--- src/inc/fmt_pkg.sv ---
// Constants for the output-code formatting stage
//
// Functional notes
// RQ1: Over-range flag goes high on any cycle the sample exceeds either full-scale limit.
// RQ2: Flag stays high while overload persists, drops once samples return in range.
// RQ3: Flag is single-ended and independent of the selected sample interface type.
// RQ4: Positive overload gives all ones offset binary, largest positive two's complement.
// RQ5: Negative overload gives all zeros offset binary, most negative two's complement.
// RQ6: Format selectable by configuration bit, or format-select pin in pin mode.
// RQ7: Two's complement equals offset binary with MSB inverted, no extra latency.
package fmt_pkg;
	localparam int          DATA_W        = 12;
	localparam logic [11:0] POS_FULL_OB   = 12'hfff;
	localparam logic [11:0] NEG_FULL_OB   = 12'h000;
	localparam logic [11:0] MSB_FLIP      = 12'h800;
	localparam logic [11:0] WORD_RST      = 12'h000;
	localparam logic        FLAG_RST      = 1'b0;
	typedef enum logic [1:0] {
		RANGE_OK  = 2'b00,
		RANGE_POS = 2'b01,
		RANGE_NEG = 2'b10
	} range_type;
endpackage : fmt_pkg
--- src/inc/code_if.sv ---
// Interface joining the range classifier to the output stage
`timescale 1ns/1ns
interface code_if;
	logic [11:0]         raw;
	fmt_pkg::range_type  range;
	modport src (output raw, output range);
	modport dst (input raw, input range);
endinterface : code_if

--- src/design/adc_output_format_overrange.sv ---
// Output-code stage: format selection, overload clamping and over-range flag
`timescale 1ns/1ns
module adc_output_format_overrange #(
	parameter int DATA_WIDTH = 12
) (
	input  wire logic        I_CLK,
	input  wire logic        I_RST_B,
	input  wire logic [11:0] i_raw_code,
	input  wire logic        i_over_pos,
	input  wire logic        i_over_neg,
	input  wire logic        i_pin_config,
	input  wire logic        i_format_select_pin,
	input  wire logic        i_cfg_twos_comp,
	output logic      [11:0] o_data,
	output logic             o_overrange_flag
);
	// ******************************
	// Checks
	// ******************************
	initial begin
		if (DATA_WIDTH != fmt_pkg::DATA_W)
			$error("Only a 12-bit word is supported");
	end

	code_if cif ();

	range_class u_class (
		.i_raw      (i_raw_code),
		.i_over_pos (i_over_pos),
		.i_over_neg (i_over_neg),
		.cif        (cif)
	);

	// ******************************
	// Format and clamp
	// ******************************
	logic        twos_sel;
	logic [11:0] ob_word;
	logic [11:0] nxt_data;
	logic        nxt_flag;
	logic [11:0] data_ff;
	logic        flag_ff;

	always_comb begin
		twos_sel = i_pin_config ? i_format_select_pin : i_cfg_twos_comp; // RQ6
		case (cif.range)
			fmt_pkg::RANGE_POS: ob_word = fmt_pkg::POS_FULL_OB; // RQ4
			fmt_pkg::RANGE_NEG: ob_word = fmt_pkg::NEG_FULL_OB; // RQ5
			fmt_pkg::RANGE_OK:  ob_word = cif.raw;
			default:            ob_word = cif.raw;
		endcase
		// Same path for both formats, so no extra latency either way
		nxt_data = twos_sel ? (ob_word ^ fmt_pkg::MSB_FLIP) : ob_word; // RQ7
		// No dependence on the sample interface type at all
		nxt_flag = (cif.range != fmt_pkg::RANGE_OK); // RQ1 RQ2 RQ3
	end

	always_ff @(posedge I_CLK or negedge I_RST_B) begin
		if (!I_RST_B) begin
			data_ff <= fmt_pkg::WORD_RST;
			flag_ff <= fmt_pkg::FLAG_RST;
		end else begin
			data_ff <= nxt_data;
			flag_ff <= nxt_flag;
		end
	end

	assign o_data           = data_ff;
	assign o_overrange_flag = flag_ff;

	// ******************************
	// Assertions
	// ******************************
	logic fmt_twos;
	assign fmt_twos = i_pin_config ? i_format_select_pin : i_cfg_twos_comp;

	flag_set_a: assert property (@(posedge I_CLK) disable iff (!I_RST_B) // RQ1
		(i_over_pos || i_over_neg) |=> o_overrange_flag)
		else $error("Over-range flag not raised");
	flag_clear_a: assert property (@(posedge I_CLK) disable iff (!I_RST_B) // RQ2
		!(i_over_pos || i_over_neg) |=> !o_overrange_flag)
		else $error("Over-range flag not released");
	flag_hold_a: assert property (@(posedge I_CLK) disable iff (!I_RST_B) // RQ2
		(i_over_pos || i_over_neg) [*3] |=> o_overrange_flag && $past(o_overrange_flag))
		else $error("Over-range flag dropped during overload");
	flag_fmt_free_a: assert property (@(posedge I_CLK) disable iff (!I_RST_B) // RQ3
		$changed(fmt_twos) && $stable(i_over_pos) && $stable(i_over_neg) && $past(I_RST_B)
		|=> $stable(o_overrange_flag))
		else $error("Flag depends on format");
	pos_clamp_a: assert property (@(posedge I_CLK) disable iff (!I_RST_B) // RQ4
		i_over_pos |=> o_data == ($past(fmt_twos) ? 12'h7ff : 12'hfff))
		else $error("Positive clamp code wrong");
	neg_clamp_a: assert property (@(posedge I_CLK) disable iff (!I_RST_B) // RQ5
		(i_over_neg && !i_over_pos) |=> o_data == ($past(fmt_twos) ? 12'h800 : 12'h000))
		else $error("Negative clamp code wrong");
	pin_select_a: assert property (@(posedge I_CLK) disable iff (!I_RST_B) // RQ6
		(i_pin_config && !i_over_pos && !i_over_neg)
		|=> o_data[11] == ($past(i_raw_code[11]) ^ $past(i_format_select_pin)))
		else $error("Format pin not honoured");
	twos_map_a: assert property (@(posedge I_CLK) disable iff (!I_RST_B) // RQ7
		(!i_over_pos && !i_over_neg)
		|=> o_data == {$past(i_raw_code[11]) ^ $past(fmt_twos), $past(i_raw_code[10:0])})
		else $error("Format mapping or latency wrong");

	pos_cov_c:  cover property (@(posedge I_CLK) disable iff (!I_RST_B) i_over_pos ##1 o_overrange_flag);
	neg_cov_c:  cover property (@(posedge I_CLK) disable iff (!I_RST_B) i_over_neg && fmt_twos);
	back_cov_c: cover property (@(posedge I_CLK) disable iff (!I_RST_B)
		o_overrange_flag ##1 !o_overrange_flag);
	pin_cov_c:  cover property (@(posedge I_CLK) disable iff (!I_RST_B) i_pin_config && i_format_select_pin);
endmodule : adc_output_format_overrange

--- src/design/range_class.sv ---
// Classifies each raw sample from the positive and negative overload inputs, not from its code
`timescale 1ns/1ns
module range_class (
	input  wire logic [11:0] i_raw,
	input  wire logic        i_over_pos,
	input  wire logic        i_over_neg,
	code_if.src              cif
);
	// Positive wins if both are reported; a bad converter state must still clamp
	always_comb begin
		cif.raw = i_raw;
		if (i_over_pos)
			cif.range = fmt_pkg::RANGE_POS;
		else if (i_over_neg)
			cif.range = fmt_pkg::RANGE_NEG;
		else
			cif.range = fmt_pkg::RANGE_OK;
	end
endmodule : range_class

--- config.mk ---
export PLATFORM = sky130hd
export DESIGN_NAME = adc_output_format_overrange
export DESIGN_NICKNAME = d
export VERILOG_FILES = /design/src/inc/fmt_pkg.sv /design/src/inc/code_if.sv /design/src/design/adc_output_format_overrange.sv /design/src/design/range_class.sv
export SDC_FILE = /design/constraint.sdc
export NUM_CORES = 1
export LEC_CHECK = 0
export ABC_AREA = 0
export BUFFER_PORTS_ARGS = -buffer_cell sky130_fd_sc_hd__buf_2
export CORE_AREA = 10 10 47 49
export DETAILED_ROUTE_END_ITERATION = 10
export DIE_AREA = 0 0 57 59
export PLACE_DENSITY = 0.69
export SETUP_SLACK_MARGIN = 0.5
export SLEW_MARGIN = 20
export SYNTH_ARGS = -nofsm -noshare
export SYNTH_HDL_FRONTEND = slang
export SYNTH_SLANG_ARGS = --single-unit
export TNS_END_PERCENT = 5
--- constraint.sdc ---
create_clock -name I_CLK -period 0.96 [get_ports I_CLK]
set_clock_uncertainty 0.2 [all_clocks]
set_input_delay 0.144 -clock I_CLK [delete_from_list [all_inputs] [get_ports I_CLK]]
set_output_delay 0.144 -clock I_CLK [all_outputs]
set_load 0.01 [all_outputs]
==> summary by stage, run 1 <==
CTS
Clock-pin slew was measured on the worst setup and hold paths at 80 ps. CTS placed an instance of clkbuf_4 at the clock tree root. The number of sinks driven by the clock tree is 13. The clock passes through at most 2 buffers. The clock tree from TritonCTS is done. The number of H-tree levels is 1. The total CTS buffers is 3.

Global routing
The number of global-route vias before repair came to 422. The initial antenna violation count is 0. The first-pass GRT wire length is 1.97 mm.

Entering global routing, the biggest net connects 14 pins. Global routing finished with a remaining overflow of 0. Global routing used 7.41% of the available tracks across all layers.

Power
Power spread over the standard cell area amounts to 1520 mW/mm^2. IR analysis of the VDD net gives a maximum drop of 0.000713 V. The total leakage power is 0.381 nW.

Timing
The minimum period implied by the final worst setup slack is 1120 ps. Across all hold checks on the routed design, the worst slack comes to -454 ps. Summed over all failing endpoints, the final setup total negative slack is -1840 ps. The worst setup slack after layout is -163 ps. The final critical path takes up 117% of the cycle.

The highest clock rate is 0.891 GHz. The final max-slew violation count is 0. The relative slew slack is 81.2%. The hold violation total from the final report is 25. At the pin with the least slew margin, the transition time is 282 ps. The final number of setup-violating endpoints is 13. Setup repair after global routing could not meet its margin everywhere.

Synth
Of the post-synthesis cell area, the dominant cell type holds 69.9%. Yosys printed 0 warnings. The average cell area after synthesis is 15.0 um^2. Counting every net in the synthesized netlist gives 50. The post-synthesis instance area is 465 um^2. Counting flops and latches in the post-synthesis netlist gives 13. Sequential cells were found to cover 69.9% of the synthesized design area.

The distinct cell type count of the synthesized netlist is 10. Counting every instance in the synthesized netlist gives 31. Summed over all instances, the cell type with the most area after synthesis is dfrtp_1. By area the synthesized netlist is led by dfrtp_1 70%, a21o_1 16%, buf_6 2.4%, mux2i_1 2.2%, a21o_2 1.9%.

Status
The flow ran to the end, but the final reports show violations. The final reports fail on hold timing, setup timing.

Route
After detailed routing, the average wire length per cell comes to 15.5 um. The total number of vias is 363. The aggregate routed wire length is 1.24 mm. The post-detailed-route DRC marker count is 0. The number of detailed-route iterations in the first pass is 2. Using the TritonRoute via totals, the vias-per-cell ratio works out to 4.54.

The count of routing violations after the opening detailed-route iteration is 1. The number of nets still failing antenna checks after routing is 0.

Worst hold path
The worst hold path belongs to the class in2async.

Place
Once detailed placement completed, the half-perimeter wirelength came to 957 um. In this run the tool buffered the top-level ports with 31 buffer cells. The final weighted congestion of routability-driven global placement is 0.592.

Finish
At the end of the flow, the number of nets in the layout was 84. The library cell used most frequently in the layout, excluding fill and tap cells, is buf_2. The layout cell share with drive strength beyond 1 is 59.4%.

The repair_antennas step left the layout with diodes totalling 0. Compared with the post-synthesis result, the final layout area differs by 57.8%. In the layout the commonest cells are 24 x buf_2, 13 x dfrtp_1, 10 x a21o_1, 5 x buf_6, 3 x clkbuf_4.

Floorplan
The top-level I/O count is 32. The x dimension of the die is 57 um. For this configuration, the core starts out at a cell density of 33.2%. The number of rows in the core area is 14.

The floorplan step set the die height to 59 um. The full die area is 0.00336 mm^2. The region available for standard cell placement spans 0.00140 mm^2.

Setup path
The maximum cell stage delay along the critical path is 380 ps. STA puts the critical path data arrival time at 780 ps. In this run the number of cells on the critical path is 1.

Along the worst path, the maximum fanout reaches 1. Broken down by cell family, the worst path's largest delay share belongs to flip-flops. The critical-path cell with the highest stage delay is dfrtp_1. The critical path in this run is classified as reg2out.

The nature of the critical path endpoint is an output pin. The origin of the worst setup path is o_data[7]. STA classifies the critical path startpoint as a flip-flop. In this run the worst setup path terminates at o_data[7]. For the worst setup path, the data required time is 620 ps. Counting both buffers and inverters, the worst setup path holds a total of 1. The signal on the critical path passes through buf_2.

Flow run
The reported max-cap violation count is 0.
report_power, final:
part | internal (mW) | switching, mW
combinational | 0.112 | 0.0920
clock | 0.160 | 0.158
sequential | 0.584 | 0.0115
cell usage after synthesis:
cell type and number:
buf_4 1, mux2i_1 1, dfrtp_1 13, a21oi_2 1
or2_1 1, buf_6 1, a21o_2 1, xor2_1 1
a21o_1 10, inv_2 1
state kept, by name, summed over array words and instances, names as in the netlist:
signal	cells
o_data	12
o_overrange_flag	1
per-layer routing:
layer / vias to the layer above / wire length (um) / track usage [%]
met4: 0 / 0 / 3.02
met3: 0 / 122 / 3.43
met2: 20 / 657 / 12.2
met5: - / 0 / 0
li1: 171 / - / -
met1: 172 / 458 / 8.02
kinds of logic after synthesis:
| logic type | after synthesis | share of synthesized area, % |
|---|---|---|
| xor+xnor | 1 | 1.88 |
| flops | 13 | 69.9 |
| mux | 1 | 2.15 |
| compound gates | 12 | 19.9 |
| buf+inv | 3 | 4.84 |
| simple gates | 1 | 1.34 |
metrics by stage:
step                      setup slack [ps]  power (mW)  utilization, %  std cells  instance area, um^2
after floorplan                        219       0.679               -         31                  472
after global placement                56.1       0.764            44.6         76                  624
after detailed placement              40.0       0.767            44.6         76                  624
after CTS                             -178        1.12            49.7         80                  697
after global routing                  -201        1.18            52.4         80                  734
final                                 -163        1.12            52.4         80                  734
area by class of cell:
| type | count | area, um^2 |
|---|---|---|
| fill | 133 | 667 |
| tap | 16 | 20.0 |
| sequential | 13 | 325 |
| timing repair buffer | 31 | 211 |
| inverter | 1 | 16.3 |
| multi-input combinational | 15 | 135 |
| clock buffer | 4 | 26.3 |
worst min-delay path by stage:
stage / end / depth (start not counted)
finish: o_data[8] / 1
global route: o_data[8] / 1
CTS: o_data[8] / 1
detailed placement: o_data[2] / 1
global placement: o_data[2] / 1
floorplan: o_data[0] / 0
what timing repair did:
item / in CTS / in global routing
buffers inserted: 0 / 0
pin swaps: 4 / 6
resized for setup: 11 / 6
endpoints found under the hold margin: 26 / 26
setup endpoints to repair: 26 / 18
No activity file was read; power rests on OpenSTA's default activity.
==> run 2, diff against run 1 <==
--- a/config.mk
+++ b/config.mk
@@ -12,6 +12,7 @@
 export DIE_AREA = 0 0 57 59
 export PLACE_DENSITY = 0.69
 export SETUP_SLACK_MARGIN = 0.5
+export SKIP_CTS_REPAIR_TIMING = 1
 export SLEW_MARGIN = 20
 export SYNTH_ARGS = -nofsm -noshare
 export SYNTH_HDL_FRONTEND = slang
==> run 2 against run 1 <==
Effect of this change:
- the flow still finishes with violations (hold timing, setup timing)
- combinational power decreased by 4%
- utilization decreased by 0.98 points
- die area unchanged
- sequential power about the same
- maximum frequency increased by 0.27%
- clock-buffer cell count unchanged
- largest cell class unchanged
- largest power group unchanged
==> summary by stage, run 2 (same netlist as run 1, synthesis figures left out) <==
Global routing
The global routing's busiest layer is met2. The met3 global-route usage is 3.43% (unchanged). The largest net degree at the start of global routing came to 14 (unchanged). The initial antenna violation count was 0 (unchanged). The global-route track usage on met2 is 12.1% (-0.16 points). The number of global-route vias before repair is 409 (-3.1%). The first-pass GRT wire length was 1.96 mm (-0.71%). The overflow left after global routing came to 0 (unchanged). The total routing resource utilization after global routing is 7.36% (-0.044 points). The global routing usage on met1 is 8.02% (unchanged).

CTS
The number of sinks driven by the clock tree was 13 (unchanged). CTS placed an instance of clkbuf_4 at the clock tree root. The maximum buffer depth of the clock tree is 2 (unchanged). The post-CTS clock slew at the launch and capture registers of the worst setup and hold paths is 70 ps (about the same). The total CTS buffers came to 3 (unchanged). TritonCTS built the clock tree. The number of H-tree levels was 1 (unchanged).

Floorplan
The area of the core came to 0.00140 mm^2 (unchanged). The height of the die came to 59 um (unchanged). The number of rows in the core area is 14 (unchanged). The top-level I/O count is 32 (unchanged). The initial cell density of the core is 33.2% (unchanged). The x dimension of the die came to 57 um (unchanged). The full die area is 0.00336 mm^2 (unchanged).

Route
The post-detailed-route DRC marker count is 0 (unchanged). The aggregate routed wire length is 1.19 mm (-4.1%). The count of routing violations after the opening detailed-route iteration came to 4 (+3). The number of detailed-route iterations in the first pass came to 4 (+2). The vias per cell is 4.55 (+0.28%).

The total number of vias is 364 (+0.28%). The number of nets still failing antenna checks after routing is 0 (unchanged). The detail-routed net length per standard cell came to 14.8 um (-4.1%).

Power
The total leakage power is 0.379 nW (-0.52%). The overall power after layout is 1.11 mW (-1.1%). The total power density per cell area is 1540 mW/mm^2 (+0.83%). The peak ir drop on the vdd network is 0.000680 V (-4.7%).

Timing
The part of the cycle the worst path needs came to 117% (-0.31 points). The highest clock rate was 0.893 GHz (+0.27%). The actual slew at the worst max-slew pin is 282 ps (-0.239 ps).

The final number of setup-violating endpoints was 13 (unchanged). The worst setup slack after layout is -160 ps (+2.99 ps). The hold violation total from the final report is 26 (+4.0%). The worst hold margin was -453 ps (+1.32 ps). The final max-slew violation count came to 0 (unchanged). The relative slew slack is 81.2% (about the same).

Setup repair after global routing could not meet its margin everywhere. The post-route setup TNS was -1830 ps (+17.8 ps). The minimum period implied by the final worst setup slack is 1120 ps (-2.99 ps).

Place
The instance count after placement with tap cells included is 76 (unchanged). The placed wire-length estimate after detailed placement is 957 um (unchanged). The pre-CTS setup slack is 40.0 ps (unchanged). The count of buffers from port buffering is 31 (unchanged). The final weighted congestion of routability-driven global placement was 0.592 (unchanged).

Setup path
The maximum fanout encountered on the critical timing path is 1 (unchanged). The endpoint required time on the critical path came to 620 ps (about the same). The arrival time at the worst endpoint is 780 ps (about the same). The setup path with the least slack is of type reg2out. Broken down by cell family, the worst path's largest delay share belongs to flip-flops. The critical path goes through buf_2. The critical-path cell with the highest stage delay is dfrtp_1. STA classifies the critical path endpoint as an output pin. The maximum cell stage delay along the critical path is 370 ps (about the same). The critical path buffer and inverter count is 1 (unchanged). The launching element type of the critical path is a flip-flop.

Finish
The layout cell share with drive strength beyond 1 is 59.4% (unchanged). The register area is 325 um^2 (unchanged). The fraction of the core area covered by cells at the end of the flow was 51.4% (-0.98 points). The multi-input gate area in the final layout is 121 um^2 (-10%). The count of non-filler cells in the finished layout is 80 (unchanged).

Relative to the synthesized area, the layout overhead comes to 54.8%. The number of flip-flops in the largest register came to 12 (unchanged). Leaving out fill and tap cells, the most frequent cells in the layout are 24 x buf_2, 13 x dfrtp_1, 10 x a21o_1, 5 x buf_6, 3 x clkbuf_4. The net total in the final layout is 84 (unchanged). The library cell used most frequently in the layout, excluding fill and tap cells, is buf_2. The diode insertion count for antenna repair came to 0 (unchanged). The number of inserted filler cells in the final layout was 133 (unchanged).

Status
The checks that failed: hold timing, setup timing. The flow ran to the end, but the final reports show violations.

Flow run
The reported max-cap violation count is 0 (unchanged).

Worst hold path
In this run the worst hold path is classified as in2async.
[run 2: cell count changes in the layout (fill, tap and decap cells not counted)]
cell / change
a21o_4: -1
a21oi_4: -1
a21o_2: +1
a21oi_2: +1
[run 2: area by class of cell]
| cell class | count | share of cell area (%) |
|---|---|---|
| sequential | 13 | 45.1 |
| tap | 16 | 2.78 |
| timing repair buffer | 31 | 29.3 |
| multi-input combinational | 15 | 16.8 |
| inverter | 1 | 2.26 |
| clock buffer | 4 | 3.65 |
[run 2: routing by layer]
layer,vias to the layer above,part of all wire (%)
li1,171,-
met1,169,37
met2,24,51
met3,0,11
met4,0,0
met5,-,0
[run 2: per-stage QoR]
stage / area [um^2] / hold WS, ps
5_1_grt: 721 / -445
6_report: 721 / -453
2_1_floorplan: 472 / -352
4_1_cts: 651 / -454
3_3_place_gp: 624 / -165
3_5_place_dp: 624 / -160
[run 2: path summary, 6_finish.rpt]
check                              start  cells past startpoint        end
max in group asynchronous        I_RST_B                      1  o_data[6]
worst max-delay path           o_data[7]                      1  o_data[7]
min in group I_CLK         i_raw_code[8]                      2  o_data[8]
worst min-delay path             I_RST_B                      1  o_data[8]
[run 2: power by group]
| part | switching, mW | internal [mW] |
|---|---|---|
| Combinational | 0.0868 | 0.109 |
| Clock | 0.155 | 0.160 |
| Sequential | 0.0115 | 0.584 |
| Total | 0.253 | 0.854 |
==> run 3, diff against run 2 <==
--- a/config.mk
+++ b/config.mk
@@ -7,14 +7,15 @@
 export LEC_CHECK = 0
 export ABC_AREA = 0
 export BUFFER_PORTS_ARGS = -buffer_cell sky130_fd_sc_hd__buf_2
-export CORE_AREA = 10 10 47 49
+export CORE_MARGIN = 10
+export CORE_UTILIZATION = 45
 export DETAILED_ROUTE_END_ITERATION = 10
-export DIE_AREA = 0 0 57 59
-export PLACE_DENSITY = 0.69
+export PLACE_DENSITY = 0.8
 export SETUP_SLACK_MARGIN = 0.5
 export SKIP_CTS_REPAIR_TIMING = 1
 export SLEW_MARGIN = 20
 export SYNTH_ARGS = -nofsm -noshare
 export SYNTH_HDL_FRONTEND = slang
+export SYNTH_HIERARCHICAL = 1
 export SYNTH_SLANG_ARGS = --single-unit
 export TNS_END_PERCENT = 5
==> run 3 against run 2 <==
Effect of this change:
- the flow still finishes with violations (hold timing, setup timing)
- total power rose by 8.1%
- critical endpoint is now o_data[11]
- critical path depth rose by 5
- combinational power rose by 40%
- utilization rose by 7.2 points
- maximum frequency rose by 0.88%
- final cell count rose by 21%
- sequential share of layout area fell by 1.9 points
==> summary by stage, run 3 <==
Power
The peak ir drop on the vdd network is 0.000743 V (+9.3%). The total leakage power is 0.444 nW (+17%). The total power density per cell area came to 1590 mW/mm^2 (+3.5%).

Setup path
STA classifies the critical path endpoint as a flip-flop. The maximum fanout encountered on the critical timing path was 3 (+2). The worst setup path is of the in2reg kind. The launching element type of the critical path is an input port. The arrival time at the worst endpoint was 1100 ps (+320 ps). The endpoint required time on the critical path was 950 ps (+330 ps).

CTS
The maximum buffer depth of the clock tree is 2 (unchanged). The number of sinks driven by the clock tree is 13 (unchanged). TritonCTS built the clock tree. The number of H-tree levels is 1 (unchanged). The post-CTS clock slew at the launch and capture registers of the worst setup and hold paths is 70 ps (about the same). In this run the clock root is driven by a clkbuf_4. The total CTS buffers is 3 (unchanged).

Flow run
The reported max-cap violation count is 0 (unchanged).

Timing
The post-route setup TNS is -2060 ps (-236 ps). The final number of setup-violating endpoints came to 25 (+12). The part of the cycle the worst path needs was 116% (-1.0 points). The hold violation total from the final report was 24 (-7.7%). The final max-slew violation count is 0 (unchanged). Setup repair after global routing could not meet its margin everywhere. The worst hold margin is -454 ps (-0.518 ps). The relative slew slack came to 82.8% (+1.6 points). The worst setup slack after layout is -150 ps (+9.76 ps). The highest clock rate is 0.901 GHz (+0.88%). The minimum period implied by the final worst setup slack came to 1110 ps (-9.76 ps). The actual slew at the worst max-slew pin is 257 ps (-24.7 ps).

Floorplan
The number of rows in the core area is 13 (-1). The top-level I/O count is 32 (unchanged). The initial cell density of the core came to 47.6% (+14 points). The x dimension of the die is 56.9 um (-0.22%). The height of the die is 56.9 um (-3.6%). The full die area is 0.00323 mm^2 (-3.8%). The area of the core was 0.00128 mm^2 (-8.3%).

Finish
Leaving out fill and tap cells, the most frequent cells in the layout are 30 x buf_2, 13 x dfrtp_1, 12 x inv_1, 10 x o21ai_1, 3 x clkbuf_4. The layout cell share with drive strength beyond 1 is 51.2% (-8.2 points). The net total in the final layout is 104 (+24%). The finished layout cell area came to 753 um^2 (+4.5%). The diode insertion count for antenna repair is 0 (unchanged). Compared with the post-synthesis result, the final layout area differs by 23.1%. The library cell used most frequently in the layout, excluding fill and tap cells, is buf_2.

The number of flip-flops in the largest register is 12 (unchanged).

Synth
Among all flip-flop cells after synthesis, the most frequent one is dfrtp_1. By area the synthesized netlist is led by dfrtp_1 53%, buf_4 16%, o21ai_0 9.0%, inv_1 8.6%, ha_1 4.1%. The synthesized net count is 81 (+62%).

The share of the synthesized area in the top cell type came to 53.2% (-17 points). The most repeated cell in the gate-level netlist after synthesis is inv_1. The synthesized instance count is 60 (+94%). The count of flip-flops with a built-in enable after synthesis is 0 (unchanged). By count the netlist is led by 14 x inv_1, 13 x buf_4, 13 x dfrtp_1. The number of warning messages in the yosys log was 6 (+6). The share of flip-flops with an asynchronous set or reset after synthesis is 100% (unchanged). The count of state elements after synthesis came to 13 (unchanged). The distinct cell type count of the synthesized netlist is 10 (unchanged). The sequential share of the synthesized area is 53.2% (-17 points). dfrtp_1 takes more of the synthesized area than any other cell. The post-synthesis instance area is 612 um^2 (+31%). The average cell area after synthesis is 10.2 um^2 (-32%).

Route
The post-detailed-route DRC marker count is 0 (unchanged). The aggregate routed wire length is 1.11 mm (-6.7%). The detail-routed net length per standard cell came to 11.4 um (-23%). The total number of vias is 392 (+7.7%). The number of detailed-route iterations in the first pass is 4 (unchanged). The count of routing violations after the opening detailed-route iteration is 5 (+1). The number of nets still failing antenna checks after routing is 0 (unchanged). The vias per cell came to 4.04 (-11%).

Status
The checks that failed: hold timing, setup timing. The run finished, with violations left.

Place
The cell area after placement is 706 um^2 (+13%). The final weighted congestion of routability-driven global placement is 0.725 (+22%). The count of buffers from port buffering is 31 (unchanged).

Worst hold path
The classification of the worst-slack hold path is in2async.

Global routing
The overflow left after global routing is 0 (unchanged). The number of global-route vias before repair is 395 (-3.4%). The first-pass GRT wire length was 1.64 mm (-17%). The largest net degree at the start of global routing is 14 (unchanged). The initial antenna violation count is 0 (unchanged). The total routing resource utilization after global routing is 6.11% (-1.3 points).
[run 3: changes by cell type in the layout (fill, tap and decap cells not counted), moves of 2 or more]
cell     before  now
buf_6         5    2
buf_2        24   30
a21o_1       10    0
inv_1         0   12
inv_2         0    2
o21ai_1       0   10
mux2i_1       0    2
[run 3: area by class of cell]
class,count,area (um^2)
clock buffer,4,26.3
fill,110,532
inverter,14,52.6
multi-input combinational,18,150
sequential,13,325
tap,15,18.8
timing repair buffer,33,180
[run 3: power breakdown]
group	internal, mW	leakage (nW)	switching, mW
registers	0.609	0.157	0.0122
logic	0.131	0.272	0.143
clock network	0.160	0.0150	0.140
[run 3: metrics by stage]
stage	instances	utilization, %	hold slack [ps]	total power, mW	setup WS [ps]
final	97	58.6	-454	1.20	-150
after global routing	97	58.6	-452	1.27	-183
after CTS	97	57.0	-451	1.18	-148
after detailed placement	93	54.9	-174	0.880	-382
after global placement	93	54.9	-174	0.873	-379
after floorplan	60	-	-352	0.788	-224
[run 3: worst max-delay path, stage by stage]
cell and delay, ps:
buf_2 120, nor2b_4 100, inv_2 50, ha_4 290, mux2i_1 230, xor2_1 150
[run 3: worst max path at each step]
stage / startpoint / cells after the start / to / slack, ps
after detailed placement: i_over_pos / 6 / o_data[9] / -380
after floorplan: i_over_neg / 5 / o_data[11] / -220
after global placement: i_over_pos / 6 / o_data[11] / -380
final: i_over_pos / 6 / o_data[11] / -150
after global routing: o_data[3] / 1 / o_data[3] / -180
after CTS: o_data[3] / 1 / o_data[3] / -150
[run 3: metal layers]
| layer | track usage [%] | up-vias | part of all wire [%] |
|---|---|---|---|
| li1 | - | 209 | - |
| met1 | 6.21 | 159 | 38 |
| met2 | 10.0 | 22 | 49 |
| met3 | 3.15 | 2 | 11 |
| met4 | 3.02 | 0 | 1.9 |
| met5 | 0 | - | 0 |
[run 3: cell families (layout without fill, tap and decap cells)]
| group | Yosys count | in the layout | share of synthesized area [%] |
|---|---|---|---|
| compound gates | 11 | 11 | 9.00 |
| xor+xnor | 1 | 1 | 1.43 |
| fa+ha+maj | 2 | 2 | 4.09 |
| buf+inv | 29 | 51 | 26.2 |
| flops | 13 | 13 | 53.2 |
| mux | 2 | 2 | 3.27 |
| simple gates | 2 | 2 | 2.86 |
